## src/pkg/txp_pkg.sv

```systemverilog
package txp_pkg;

	// ----------------------------------------------------------------
	// register map
	// ----------------------------------------------------------------
	localparam logic [11:0] OFF_STATUS      = 12'h248;
	localparam logic [11:0] OFF_ENABLE      = 12'h24c;
	localparam logic [11:0] OFF_FLUSH_ALLOW = 12'h300;
	localparam logic [11:0] OFF_SUMMARY     = 12'h304;
	localparam int          MIN_ADDR_W      = 12;

	// ----------------------------------------------------------------
	// field layout of status and enable (same layout)
	// ----------------------------------------------------------------
	localparam int STAT_W        = 20;
	localparam int BUF_PER_GROUP = 4;
	localparam int CONT_LO_TOP   = 19;
	localparam int HDR_LO_TOP    = 15;
	localparam int FLUSH_HI_TOP  = 11;
	localparam int CONT_HI_TOP   = 7;
	localparam int HDR_HI_TOP    = 3;
	localparam int ONE_GROUP_LSB = 16;

	// ----------------------------------------------------------------
	// reset values
	// ----------------------------------------------------------------
	localparam logic [STAT_W-1:0]        RST_STATUS      = 20'h00000;
	localparam logic [STAT_W-1:0]        RST_ENABLE      = 20'h00000;
	localparam logic [BUF_PER_GROUP-1:0] RST_FLUSH_ALLOW = 4'h0;

	// ----------------------------------------------------------------
	// summary register bits
	// ----------------------------------------------------------------
	localparam int SUM_ZERO_POS = 0;
	localparam int SUM_ONE_POS  = 1;
	localparam int SUM_IRQ_POS  = 2;

	// ----------------------------------------------------------------
	// bus answers
	// ----------------------------------------------------------------
	localparam logic [1:0] RESP_OKAY   = 2'h0;
	localparam logic [1:0] RESP_SLVERR = 2'h2;

	typedef enum {WR_COLLECT, WR_RESP} txp_wr_e;
	typedef enum {RD_IDLE, RD_RESP} txp_rd_e;

endpackage : txp_pkg

```

## src/pkg/txp_irq_if.sv

```systemverilog
`timescale 1ns/1ps
`default_nettype none

// set and clear requests toward the sticky status bits, status back
interface txp_irq_if #(
	parameter int N = 20
);
	logic [N-1:0] set;
	logic [N-1:0] clr;
	logic [N-1:0] status;

	modport owner (input set, input clr, output status);
	modport user  (output set, output clr, input status);
endinterface : txp_irq_if

`default_nettype wire

```

## src/rtl/txp_irq_ctrl.sv

```systemverilog
// What this block does
// - enables 19:16, continuity buf0-3, drive summary one
// - enables 15:12, header buf0-3, drive summary zero
// - enables 11:8, flush buf4-7, drive summary zero
// - enables 7:4, continuity buf4-7, drive summary zero
// - enables 3:0, header buf4-7, drive summary zero
// - disabled bit never affects summary one
// - disabled bit never affects summary zero
// - continuity error sets status; read clears it
// - header error sets status; read clears it
// - flush status set only while flush allowed
//
// Local design decision: the AXI4-Lite register port.
`timescale 1ns/1ps
`default_nettype none

module txp_irq_ctrl #(
	parameter int ADDR_W = 12
) (
	input  wire logic              aclk,                // system clock, 100 MHz
	input  wire logic              aresetn,             // sync reset, active low
	// AXI4-Lite slave
	input  wire logic [ADDR_W-1:0] s_axi_awaddr,        // write address
	input  wire logic              s_axi_awvalid,       // write address valid
	output var  logic              s_axi_awready,       // write address ready
	input  wire logic [31:0]       s_axi_wdata,         // write data
	input  wire logic [3:0]        s_axi_wstrb,         // write byte strobes
	input  wire logic              s_axi_wvalid,        // write data valid
	output var  logic              s_axi_wready,        // write data ready
	output var  logic [1:0]        s_axi_bresp,         // write response
	output var  logic              s_axi_bvalid,        // write response valid
	input  wire logic              s_axi_bready,        // write response ready
	input  wire logic [ADDR_W-1:0] s_axi_araddr,        // read address
	input  wire logic              s_axi_arvalid,       // read address valid
	output var  logic              s_axi_arready,       // read address ready
	output var  logic [31:0]       s_axi_rdata,         // read data
	output var  logic [1:0]        s_axi_rresp,         // read response
	output var  logic              s_axi_rvalid,        // read data valid
	input  wire logic              s_axi_rready,        // read data ready
	// error events from the transmit data path
	input  wire logic [7:0]        continuity_err_evt,  // per buffer 0..7, one-cycle pulse
	input  wire logic [7:0]        header_err_evt,      // per buffer 0..7, one-cycle pulse
	input  wire logic [3:0]        flush_err_evt,       // buffers 4..7 flushed on error
	// summary toward the system interrupt register
	output var  logic              summary_irq_tx_one,  // continuity group 0..3
	output var  logic              summary_irq_tx_zero, // all other sources
	output var  logic              irq                  // level, any summary set
);

	localparam int W = txp_pkg::STAT_W;
	localparam int G = txp_pkg::BUF_PER_GROUP;

	// ----------------------------------------------------------------
	// parameter check
	// ----------------------------------------------------------------
	generate
		if (ADDR_W < txp_pkg::MIN_ADDR_W || ADDR_W > 32) begin : g_bad_addr
			$error("txp_irq_ctrl: ADDR_W must be 12 to 32");
		end
	endgenerate

	// ----------------------------------------------------------------
	// state
	// ----------------------------------------------------------------
	txp_pkg::txp_wr_e    wr_q;
	txp_pkg::txp_rd_e    rd_q;
	logic                aw_have_q;
	logic                w_have_q;
	logic [ADDR_W-1:0]   awaddr_q;
	logic [31:0]         wdata_q;
	logic [3:0]          wstrb_q;
	logic [W-1:0]        enable_q;
	logic [G-1:0]        flush_allow_q;
	logic                wr_commit;
	logic                rd_take;
	logic [W-1:0]        set_vec;
	logic [W-1:0]        clr_vec;
	logic [W-1:0]        pending;
	logic [31:0]         rd_word;
	logic                rd_hit;

	txp_irq_if #(.N(W)) irq_bits_if ();

	txp_irq_bits #(
		.N       (W)
	) u_bits (
		.aclk    (aclk),
		.aresetn (aresetn),
		.bits    (irq_bits_if.owner)
	);

	// ----------------------------------------------------------------
	// address match
	// ----------------------------------------------------------------
	function automatic logic hit(input logic [ADDR_W-1:0] a, input logic [11:0] off);
		hit = ({a[ADDR_W-1:2], 2'b00} == ADDR_W'(off));
	endfunction : hit

	// ----------------------------------------------------------------
	// event routing onto status positions
	// ----------------------------------------------------------------
	generate
		for (genvar i = 0; i < G; i++) begin : g_route
			assign set_vec[txp_pkg::CONT_LO_TOP - i]  = continuity_err_evt[i];
			assign set_vec[txp_pkg::HDR_LO_TOP - i]   = header_err_evt[i];
			assign set_vec[txp_pkg::FLUSH_HI_TOP - i] = flush_err_evt[i]
			                                            & flush_allow_q[i];
			assign set_vec[txp_pkg::CONT_HI_TOP - i]  = continuity_err_evt[G + i];
			assign set_vec[txp_pkg::HDR_HI_TOP - i]   = header_err_evt[G + i];
		end
	endgenerate

	assign irq_bits_if.set = set_vec;
	assign irq_bits_if.clr = clr_vec;

	// ----------------------------------------------------------------
	// status clear: read clears, write of one clears
	// ----------------------------------------------------------------
	always_comb begin
		clr_vec = '0;
		if (rd_take && hit(s_axi_araddr, txp_pkg::OFF_STATUS)) begin
			clr_vec = '1;
		end
		if (wr_commit && hit(awaddr_q, txp_pkg::OFF_STATUS)) begin
			for (int k = 0; k < W; k++) begin
				if (wstrb_q[k / 8]) begin
					clr_vec[k] = clr_vec[k] | wdata_q[k];
				end
			end
		end
	end

	// ----------------------------------------------------------------
	// write channel
	// ----------------------------------------------------------------
	assign wr_commit = (wr_q == txp_pkg::WR_COLLECT) && aw_have_q && w_have_q;

	always_ff @(posedge aclk) begin
		if (!aresetn) begin
			wr_q          <= txp_pkg::WR_COLLECT;
			aw_have_q     <= 1'b0;
			w_have_q      <= 1'b0;
			awaddr_q      <= '0;
			wdata_q       <= '0;
			wstrb_q       <= '0;
			s_axi_awready <= 1'b0;
			s_axi_wready  <= 1'b0;
			s_axi_bvalid  <= 1'b0;
			s_axi_bresp   <= txp_pkg::RESP_OKAY;
		end else begin
			case (wr_q)
				txp_pkg::WR_COLLECT: begin
					s_axi_awready <= !aw_have_q && !(s_axi_awvalid && s_axi_awready);
					s_axi_wready  <= !w_have_q && !(s_axi_wvalid && s_axi_wready);
					if (s_axi_awvalid && s_axi_awready) begin
						aw_have_q <= 1'b1;
						awaddr_q  <= s_axi_awaddr;
					end
					if (s_axi_wvalid && s_axi_wready) begin
						w_have_q <= 1'b1;
						wdata_q  <= s_axi_wdata;
						wstrb_q  <= s_axi_wstrb;
					end
					if (wr_commit) begin
						s_axi_bvalid <= 1'b1;
						s_axi_bresp  <= (hit(awaddr_q, txp_pkg::OFF_STATUS)
						                || hit(awaddr_q, txp_pkg::OFF_ENABLE)
						                || hit(awaddr_q, txp_pkg::OFF_FLUSH_ALLOW)
						                || hit(awaddr_q, txp_pkg::OFF_SUMMARY))
						                ? txp_pkg::RESP_OKAY : txp_pkg::RESP_SLVERR;
						wr_q         <= txp_pkg::WR_RESP;
					end
				end
				txp_pkg::WR_RESP: begin
					if (s_axi_bready) begin
						s_axi_bvalid  <= 1'b0;
						aw_have_q     <= 1'b0;
						w_have_q      <= 1'b0;
						s_axi_awready <= 1'b1;
						s_axi_wready  <= 1'b1;
						wr_q          <= txp_pkg::WR_COLLECT;
					end
				end
				default: wr_q <= txp_pkg::WR_COLLECT;
			endcase
		end
	end

	// ----------------------------------------------------------------
	// enable register, bits above 19 read as zero
	// ----------------------------------------------------------------
	always_ff @(posedge aclk) begin
		if (!aresetn) begin
			enable_q <= txp_pkg::RST_ENABLE;
		end else if (wr_commit && hit(awaddr_q, txp_pkg::OFF_ENABLE)) begin
			for (int k = 0; k < W; k++) begin
				if (wstrb_q[k / 8]) begin
					enable_q[k] <= wdata_q[k];
				end
			end
		end
	end

	// ----------------------------------------------------------------
	// flush allow, one bit per buffer 4..7
	// ----------------------------------------------------------------
	always_ff @(posedge aclk) begin
		if (!aresetn) begin
			flush_allow_q <= txp_pkg::RST_FLUSH_ALLOW;
		end else if (wr_commit && hit(awaddr_q, txp_pkg::OFF_FLUSH_ALLOW) && wstrb_q[0]) begin
			flush_allow_q <= wdata_q[G-1:0];
		end
	end

	// ----------------------------------------------------------------
	// read channel
	// ----------------------------------------------------------------
	assign rd_take = (rd_q == txp_pkg::RD_IDLE) && s_axi_arvalid && s_axi_arready;

	always_comb begin
		rd_word = '0;
		rd_hit  = 1'b1;
		if (hit(s_axi_araddr, txp_pkg::OFF_STATUS)) begin
			rd_word[W-1:0] = irq_bits_if.status;
		end else if (hit(s_axi_araddr, txp_pkg::OFF_ENABLE)) begin
			rd_word[W-1:0] = enable_q;
		end else if (hit(s_axi_araddr, txp_pkg::OFF_FLUSH_ALLOW)) begin
			rd_word[G-1:0] = flush_allow_q;
		end else if (hit(s_axi_araddr, txp_pkg::OFF_SUMMARY)) begin
			rd_word[txp_pkg::SUM_ZERO_POS] = summary_irq_tx_zero;
			rd_word[txp_pkg::SUM_ONE_POS]  = summary_irq_tx_one;
			rd_word[txp_pkg::SUM_IRQ_POS]  = irq;
		end else begin
			rd_hit = 1'b0;
		end
	end

	always_ff @(posedge aclk) begin
		if (!aresetn) begin
			rd_q          <= txp_pkg::RD_IDLE;
			s_axi_arready <= 1'b0;
			s_axi_rvalid  <= 1'b0;
			s_axi_rdata   <= '0;
			s_axi_rresp   <= txp_pkg::RESP_OKAY;
		end else begin
			case (rd_q)
				txp_pkg::RD_IDLE: begin
					s_axi_arready <= 1'b1;
					if (rd_take) begin
						s_axi_arready <= 1'b0;
						s_axi_rvalid  <= 1'b1;
						s_axi_rdata   <= rd_word;
						s_axi_rresp   <= rd_hit ? txp_pkg::RESP_OKAY : txp_pkg::RESP_SLVERR;
						rd_q          <= txp_pkg::RD_RESP;
					end
				end
				txp_pkg::RD_RESP: begin
					if (s_axi_rready) begin
						s_axi_rvalid  <= 1'b0;
						s_axi_arready <= 1'b1;
						rd_q          <= txp_pkg::RD_IDLE;
					end
				end
				default: rd_q <= txp_pkg::RD_IDLE;
			endcase
		end
	end

	// ----------------------------------------------------------------
	// summary outputs
	// ----------------------------------------------------------------
	assign pending = irq_bits_if.status & enable_q;

	always_ff @(posedge aclk) begin
		if (!aresetn) begin
			summary_irq_tx_one  <= 1'b0;
			summary_irq_tx_zero <= 1'b0;
			irq                 <= 1'b0;
		end else begin
			summary_irq_tx_one  <= |pending[W-1:txp_pkg::ONE_GROUP_LSB];
			summary_irq_tx_zero <= |pending[txp_pkg::ONE_GROUP_LSB-1:0];
			irq                 <= |pending;
		end
	end

endmodule : txp_irq_ctrl

`default_nettype wire

```

## src/rtl/txp_irq_bits.sv

```systemverilog
`timescale 1ns/1ps
`default_nettype none

module txp_irq_bits #(
	parameter int N = 20
) (
	input  wire logic  aclk,     // system clock
	input  wire logic  aresetn,  // sync reset, active low
	txp_irq_if.owner   bits      // set, clear, status
);

	// ----------------------------------------------------------------
	// one sticky flag per source
	// ----------------------------------------------------------------
	generate
		if (N < 1) begin : g_bad_n
			$error("txp_irq_bits: N must be at least 1");
		end
		for (genvar i = 0; i < N; i++) begin : g_bit
			always_ff @(posedge aclk) begin
				if (!aresetn) begin
					bits.status[i] <= 1'b0;
				end else if (bits.set[i]) begin
					// set wins over a clear in the same cycle
					bits.status[i] <= 1'b1;
				end else if (bits.clr[i]) begin
					bits.status[i] <= 1'b0;
				end
			end
		end
	endgenerate

endmodule : txp_irq_bits

`default_nettype wire

```

## config.mk

```make
export PLATFORM = sky130hd
export DESIGN_NAME = txp_irq_ctrl
export DESIGN_NICKNAME = d
export VERILOG_FILES = /design/src/pkg/txp_pkg.sv /design/src/pkg/txp_irq_if.sv /design/src/rtl/txp_irq_ctrl.sv /design/src/rtl/txp_irq_bits.sv
export SDC_FILE = /design/constraint.sdc
export NUM_CORES = 1
export LEC_CHECK = 0
export BUFFER_PORTS_ARGS = -buffer_cell sky130_fd_sc_hd__buf_2
export CORE_ASPECT_RATIO = 1.2
export CORE_UTILIZATION = 47
export CTS_BUF_LIST = sky130_fd_sc_hd__clkbuf_16
export DETAILED_ROUTE_END_ITERATION = 6
export PLACE_DENSITY = 0.81
export SYNTH_ARGS = -nofsm -noshare
export SYNTH_HDL_FRONTEND = slang
export SYNTH_SLANG_ARGS = --single-unit
```

## constraint.sdc

```tcl
create_clock -name aclk -period 1.6 [get_ports aclk]
set_clock_uncertainty 0.05 [all_clocks]
set_input_delay 0.08 -clock aclk [delete_from_list [all_inputs] [get_ports aclk]]
set_output_delay 0.08 -clock aclk [all_outputs]
set_load 0.02 [all_outputs]
```

Word-level counts from Yosys, hierarchy flattened:

Cells that the tools add are included.

* mux-type cells: 96
* equality and inequality tests: 16
* reductions and logical operators: 64
* bitwise operators: 25

Operators with widths (count)
* zero test 32 bit: 4
* 2-to-1 mux 32 bit: 4
* case mux 32 bit (2 select lines): 2
* == test 10 x 8 -> 1 bit, second input constant: 8
* 2-to-1 mux 1 bit: 74
* == test 32 x 1 -> 1 bit, second input constant: 2
* 2-to-1 mux 20 bit: 3
* nonzero test 2 bit: 22
* AND reduction 2 bit: 11
* bitwise AND 20 bit: 1
* OR 1 bit: 20
* OR reduction 20 bit: 1
* 2-to-1 mux 16 bit: 1
* OR reduction 16 bit: 1
* case mux 1 bit (2 select lines): 7
* logical AND 1 bit: 13
* != test 2 bit, second input constant: 6
* AND reduction 3 bit: 4
* 2-to-1 mux 3 bit: 2
* bitwise AND 1 bit: 4
* zero test 1 bit: 4
* 2-to-1 mux 2 bit: 2
* 2-to-1 mux 4 bit: 1
* OR reduction 4 bit: 1
* logical OR 1 bit: 3

* output and inout bits: 44
* bits in registers: 177
* bits of input ports: 87
* word-level logic and storage cells: 243

Longest topological paths before layout:

* word-level depth: 10
* mapped depth: 6

Hierarchy:

A second synthesis with hierarchy kept.

* cell total of the unflattened synthesis: 537
* area total of the unflattened synthesis: 4732.0 um2

By module, submodules not included
* txp_irq_ctrl: area an instance 4033.9 um2, cells an instance 475, sequential area each 1781.7 um2, times used 1
* txp_irq_bits: area an instance 698.2 um2, cells an instance 62, sequential area each 400.4 um2, times used 1

Worst setup path before layout:

OpenSTA, ideal clock, no wires.

* kind: flip-flop to flip-flop
* start: register s_axi_arready
* end: register u_bits.bits.status[0]
* setup slack: -221 ps
* cell stages (with the launch flop): 6
* arrival: 1656 ps
* clock period less this slack: 1821 ps
* library setup time: 115 ps
* required time: 1435 ps
* path through: dfxtp_1 nand3b_1 nor4_4 buf_6 a211oi_1 o21a_1

* cells in the longest elaborated chain, start to end: 7

RTL lines
* start: declaration: line txp_irq_ctrl.sv:35 `output var logic s_axi_arready,`
* start signal: assignment: line txp_irq_ctrl.sv:241 `s_axi_arready <= 1'b0;`
* start signal: assignment: line txp_irq_ctrl.sv:248 `s_axi_arready <= 1'b1;`
* start signal: assignment: line txp_irq_ctrl.sv:250 `s_axi_arready <= 1'b0;`
* logical AND 1 bit *: line txp_irq_ctrl.sv:218 `assign rd_take = (rd_q == txp_pkg::RD_IDLE) && s_axi_arvalid && s_axi_arready;`
* logical AND 1 bit *: line txp_irq_ctrl.sv:121 `if (rd_take && hit(s_axi_araddr, txp_pkg::OFF_STATUS)) begin`
* 2-to-1 mux 20 bit *: line txp_irq_ctrl.sv:121
* OR 1 bit: line txp_irq_ctrl.sv:127 `clr_vec[k] = clr_vec[k] | wdata_q[k];`
* 2-to-1 mux 1 bit: line txp_irq_ctrl.sv:126 `if (wstrb_q[k / 8]) begin`
* 2-to-1 mux 20 bit *: line txp_irq_ctrl.sv:124 `if (wr_commit && hit(awaddr_q, txp_pkg::OFF_STATUS)) begin`
* nonzero test 2 bit (no source line) *
* end signal: indexed assignment: line txp_irq_bits.sv:22 `bits.status[i] <= 1'b0;`
* end signal: indexed assignment: line txp_irq_bits.sv:25 `bits.status[i] <= 1'b1;`
* end signal: indexed assignment: line txp_irq_bits.sv:27 `bits.status[i] <= 1'b0;`
* end: declaration: line txp_irq_if.sv:12 `modport owner (input set, input clr, output status);`

Every way passes the cells marked *; elsewhere a longest branch is shown, timed or not.
A chain may end at the register's enable or synchronous reset.

Worst setup path after layout:

* start: register awaddr_q[4]
* end: register u_bits.bits.status[18]

* cells in the longest elaborated chain, start to end: 4

RTL lines
* start: declaration: line txp_irq_ctrl.sv:69 `logic [ADDR_W-1:0] awaddr_q;`
* start signal: assignment: line txp_irq_ctrl.sv:157 `awaddr_q <= s_axi_awaddr;`
* == test 10 x 8 -> 1 bit: line txp_irq_ctrl.sv:96 `hit = ({a[ADDR_W-1:2], 2'b00} == ADDR_W'(off));`
* logical AND 1 bit: line txp_irq_ctrl.sv:124
* 2-to-1 mux 20 bit: line txp_irq_ctrl.sv:124
* nonzero test 2 bit (no source line)

No other way between the ends.

==> impl_metrics.py <==
metrics = {
    "status": {
        "status": "complete, but fails checks",
        "failed_checks": "negative setup slack",
    },
    "cts": {
        "clk_latency_ns": 0.35,
        "cts_made_buffers": 9,
        "cts_tree": "done",
        "cts.clk_slew.worst_paths_ns": 0.07,
        "cts-root-buf": "clkbuf_16",
        "cts_max_level": 3,
        "clockBufferDepth": 2,
        "clock_sinks": 109,
    },
    "global_routing": {
        "grt_overflow": 0,
        "grtUsageTotal_pct": 27.8,
        "grt_pass1_wl_mm": 22.5,
        "grt_use_met1_pct": 32.0,
        "use_met3_pct": 5.58,
        "top_usage_layer": "met2",
        "antenna_found_initial": 0,
        "use_met2_pct": 47.2,
        "grt_pass1_vias": 4693,
        "grt_start_max_net_pins": 70,
    },
    "pwr": {
        "powerDensity_nw_per_um2": 844,
        "leakage_uw": 0.00294,
        "seq_power_share_pct": 49.9,
        "p_sw_share_pct": 25.0,
        "pwr-share-clk_pct": 37.4,
        "vdd_drop_max_uv": 946,
        "switching_power_uw": 1450,
        "comb_power_share_pct": 12.6,
        "internal-power_uw": 4350,
    },
    "routing": {
        "vias": 4935,
        "post_drt_wl_per_cell_um": 18.2,
        "wl_mm": 15.5,
        "first_iter_violations": 430,
        "viasPerCell": 5.80,
        "drc": 0,
        "firstDrtPassIters": 5,
        "ant_nets": 0,
    },
    "yosys": {
        "synth.distinct_cells": 47,
        "synth_top_family_by_area": "compound AO/OA/AOI/OAI gates",
        "syn_area_um2": 4620,
        "synth_xor_area_share_pct": 0,
        "syn_avg_cell_area_um2": 8.62,
        "synth-seq-area-share_pct": 47.3,
        "synth_compound_area_share_pct": 22.3,
        "synth_mux_area_share_pct": 3.25,
        "synth_edf_count": 0,
        "yosys_register_bits": 109,
        "synth-adder-area-share_pct": 0,
        "synth_ff_type": "dfxtp_1",
        "synth_warnings": 0,
        "synthArstFlopShare_pct": 0,
        "yosys.area_share.simple_pct": 20.0,
        "synthCells": 536,
    },
    "floorplanning": {
        "row_count": 39,
        "die_width_um": 92.5,
        "die_y_um": 111,
        "dieArea_um2": 10200,
        "ios": 131,
        "initial_core_util_pct": 48.5,
        "core_um2": 9520,
    },
    "cells_and_area": {
        "finalNetCount": 811,
        "drive_above_1_share_pct": 36.5,
        "n_antenna_cell": 0,
        "synthToLayoutAreaGrowth_pct": 48.9,
    },
    "timing": {
        "finalSetupTns_ns": -7.26,
        "drv_slew": 0,
        "fin_ws_ns": -0.293,
        "finalSetupViolCount": 54,
        "holdWs_ns": 0.0807,
        "rsz0062_at_grt": "true",
        "hold_viol": 0,
        "tightest_slew_ns": 0.544,
        "max_slew_margin_pct": 63.6,
        "fmaxAchievable_mhz": 528,
        "fin_crit_sh_pct": 118,
        "period_needed_ns": 1.89,
    },
    "min_path": {
        "hold_path_class": "input pin to flip-flop",
        "hp-start": "flush_err_evt[2]",
        "min_path_cells": 3,
    },
    "worst_setup_path": {
        "reg2regPathDepth": 5,
        "crit_path_start": "awaddr_q[4]$_SDFFE_PN0P_",
        "arrival_ns": 2.09,
        "worstSetupPathType": "flip-flop to flip-flop",
        "worstSetupStartpointType": "flip-flop",
        "worstReg2RegStart": "awaddr_q[4]$_SDFFE_PN0P_",
        "crit_required_ns": 1.80,
        "end_kind": "flip-flop",
        "crit_fanout": 4,
    },
    "placement": {
        "port_buffers": 99,
        "pre_cts_ws_ns": -0.242,
        "gp_congestion": 0.885,
        "dp_hpwl_mm": 9.01,
    },
    "flow_run": {
        "maxCapViolations": 0,
    },
}
kinds of logic (layout without fill, tap and decap cells):
family / after synthesis / in the layout
mux: 15 / 15
buf+inv: 66 / 244
simple gates: 183 / 184
flops: 109 / 109
compound gates: 162 / 162
other cells: 1 / 14
stage by stage:
step                      area, um^2  total power [uW]  util [%]  std cells
after floorplan                 4710              3260         -        549
after global placement          5490              3460      57.7        768
after detailed placement        5490              3480      57.7        768
after CTS                       6450              5710      67.8        842
after global routing            6880              5990      72.3        851
final                           6880              5800      72.3        851
cell usage after synthesis, types with 4 or more instances:
| cell | instances | area [um^2] |
|---|---|---|
| o22ai_1 | 4 | 25.0 |
| buf_4 | 15 | 113 |
| nand3_1 | 14 | 70.1 |
| nand3b_1 | 4 | 30.0 |
| and3_1 | 6 | 37.5 |
| a221oi_1 | 4 | 35.0 |
| a21oi_1 | 70 | 350 |
| o21a_1 | 16 | 120 |
| inv_1 | 20 | 75.1 |
| a211oi_1 | 18 | 135 |
| nor2b_1 | 4 | 25.0 |
| a22o_1 | 4 | 35.0 |
| a22oi_1 | 18 | 135 |
| dfxtp_1 | 109 | 2180 |
| nand2_1 | 113 | 424 |
| nor2_1 | 13 | 48.8 |
| o21ai_0 | 15 | 75.1 |
| clkbuf_1 | 25 | 93.8 |
| mux2i_1 | 15 | 150 |
placed cells by master (no fill, tap or decap), drive strengths merged, types with 16 or more instances in the layout:
cell type and n:
dfxtp 109, dlygate4sd3 52, a211oi 18, a21oi 70, inv 22, o21a 16
a22oi 18, buf 152, nand2 113
worst max-delay path: stages (launching register included):
cell and delay (ns):
dfxtp_2 0.33, or4b_4 0.58, nor4_2 0.35, buf_4 0.20, a211oi_1 0.09, o21a_1 0.19
timing repair:
item | in CTS | in global routing
hold endpoints to repair | 52 | 0
pin swaps | 24 | 44
endpoints found under the setup margin | 64 | 62
cloned | 2 | 4
hold buffers | 52 | 0
buffers inserted | 7 | 6
gates resized for setup | 29 | 87
final timing paths:
check / to / slack, ns
worst max-delay path: u_bits.bits.status[18]$_SDFFE_PN0P_ / -0.29
worst min register to register: wdata_q[0]$_SDFFE_PN0P_ / 0.42
worst max register to register: u_bits.bits.status[18]$_SDFFE_PN0P_ / -0.29
worst min-delay path: u_bits.bits.status[9]$_SDFFE_PN0P_ / 0.08
metal layers:
metal | vias up | part of all wire (%)
met4 | 0 | 5.7
met5 | - | 0
li1 | 2249 | -
met3 | 85 | 7.0
met1 | 2303 | 38
met2 | 298 | 49
area by class of cell:
cell class,count,area (um^2)
Sequential cell,109,2190
Inverter,21,78.8
Clock inverter,6,57.6
Tap cell,123,154
Clock buffer,9,225
Fill cell,626,2640
Multi-Input combinational cell,375,2550
Timing Repair Buffer,208,1610
registers in the layout (all words and copies together) (netlist names), 3 cells and up:
name	count
enable_q	20
s_axi_rdata	20
u_bits.bits.status	20
awaddr_q	10
wstrb_q	3
wdata_q	20
flush_allow_q	4
power groups by stage:
stage	registers [uW]	clock network [uW]	logic, uW
CTS	2880	2150	676
detailed placement	2940	0	533
global route	2900	2290	792
finish	2900	2170	734
global placement	2940	0	517
floorplan	2940	0	313
(Power assumes the default switching activity.)
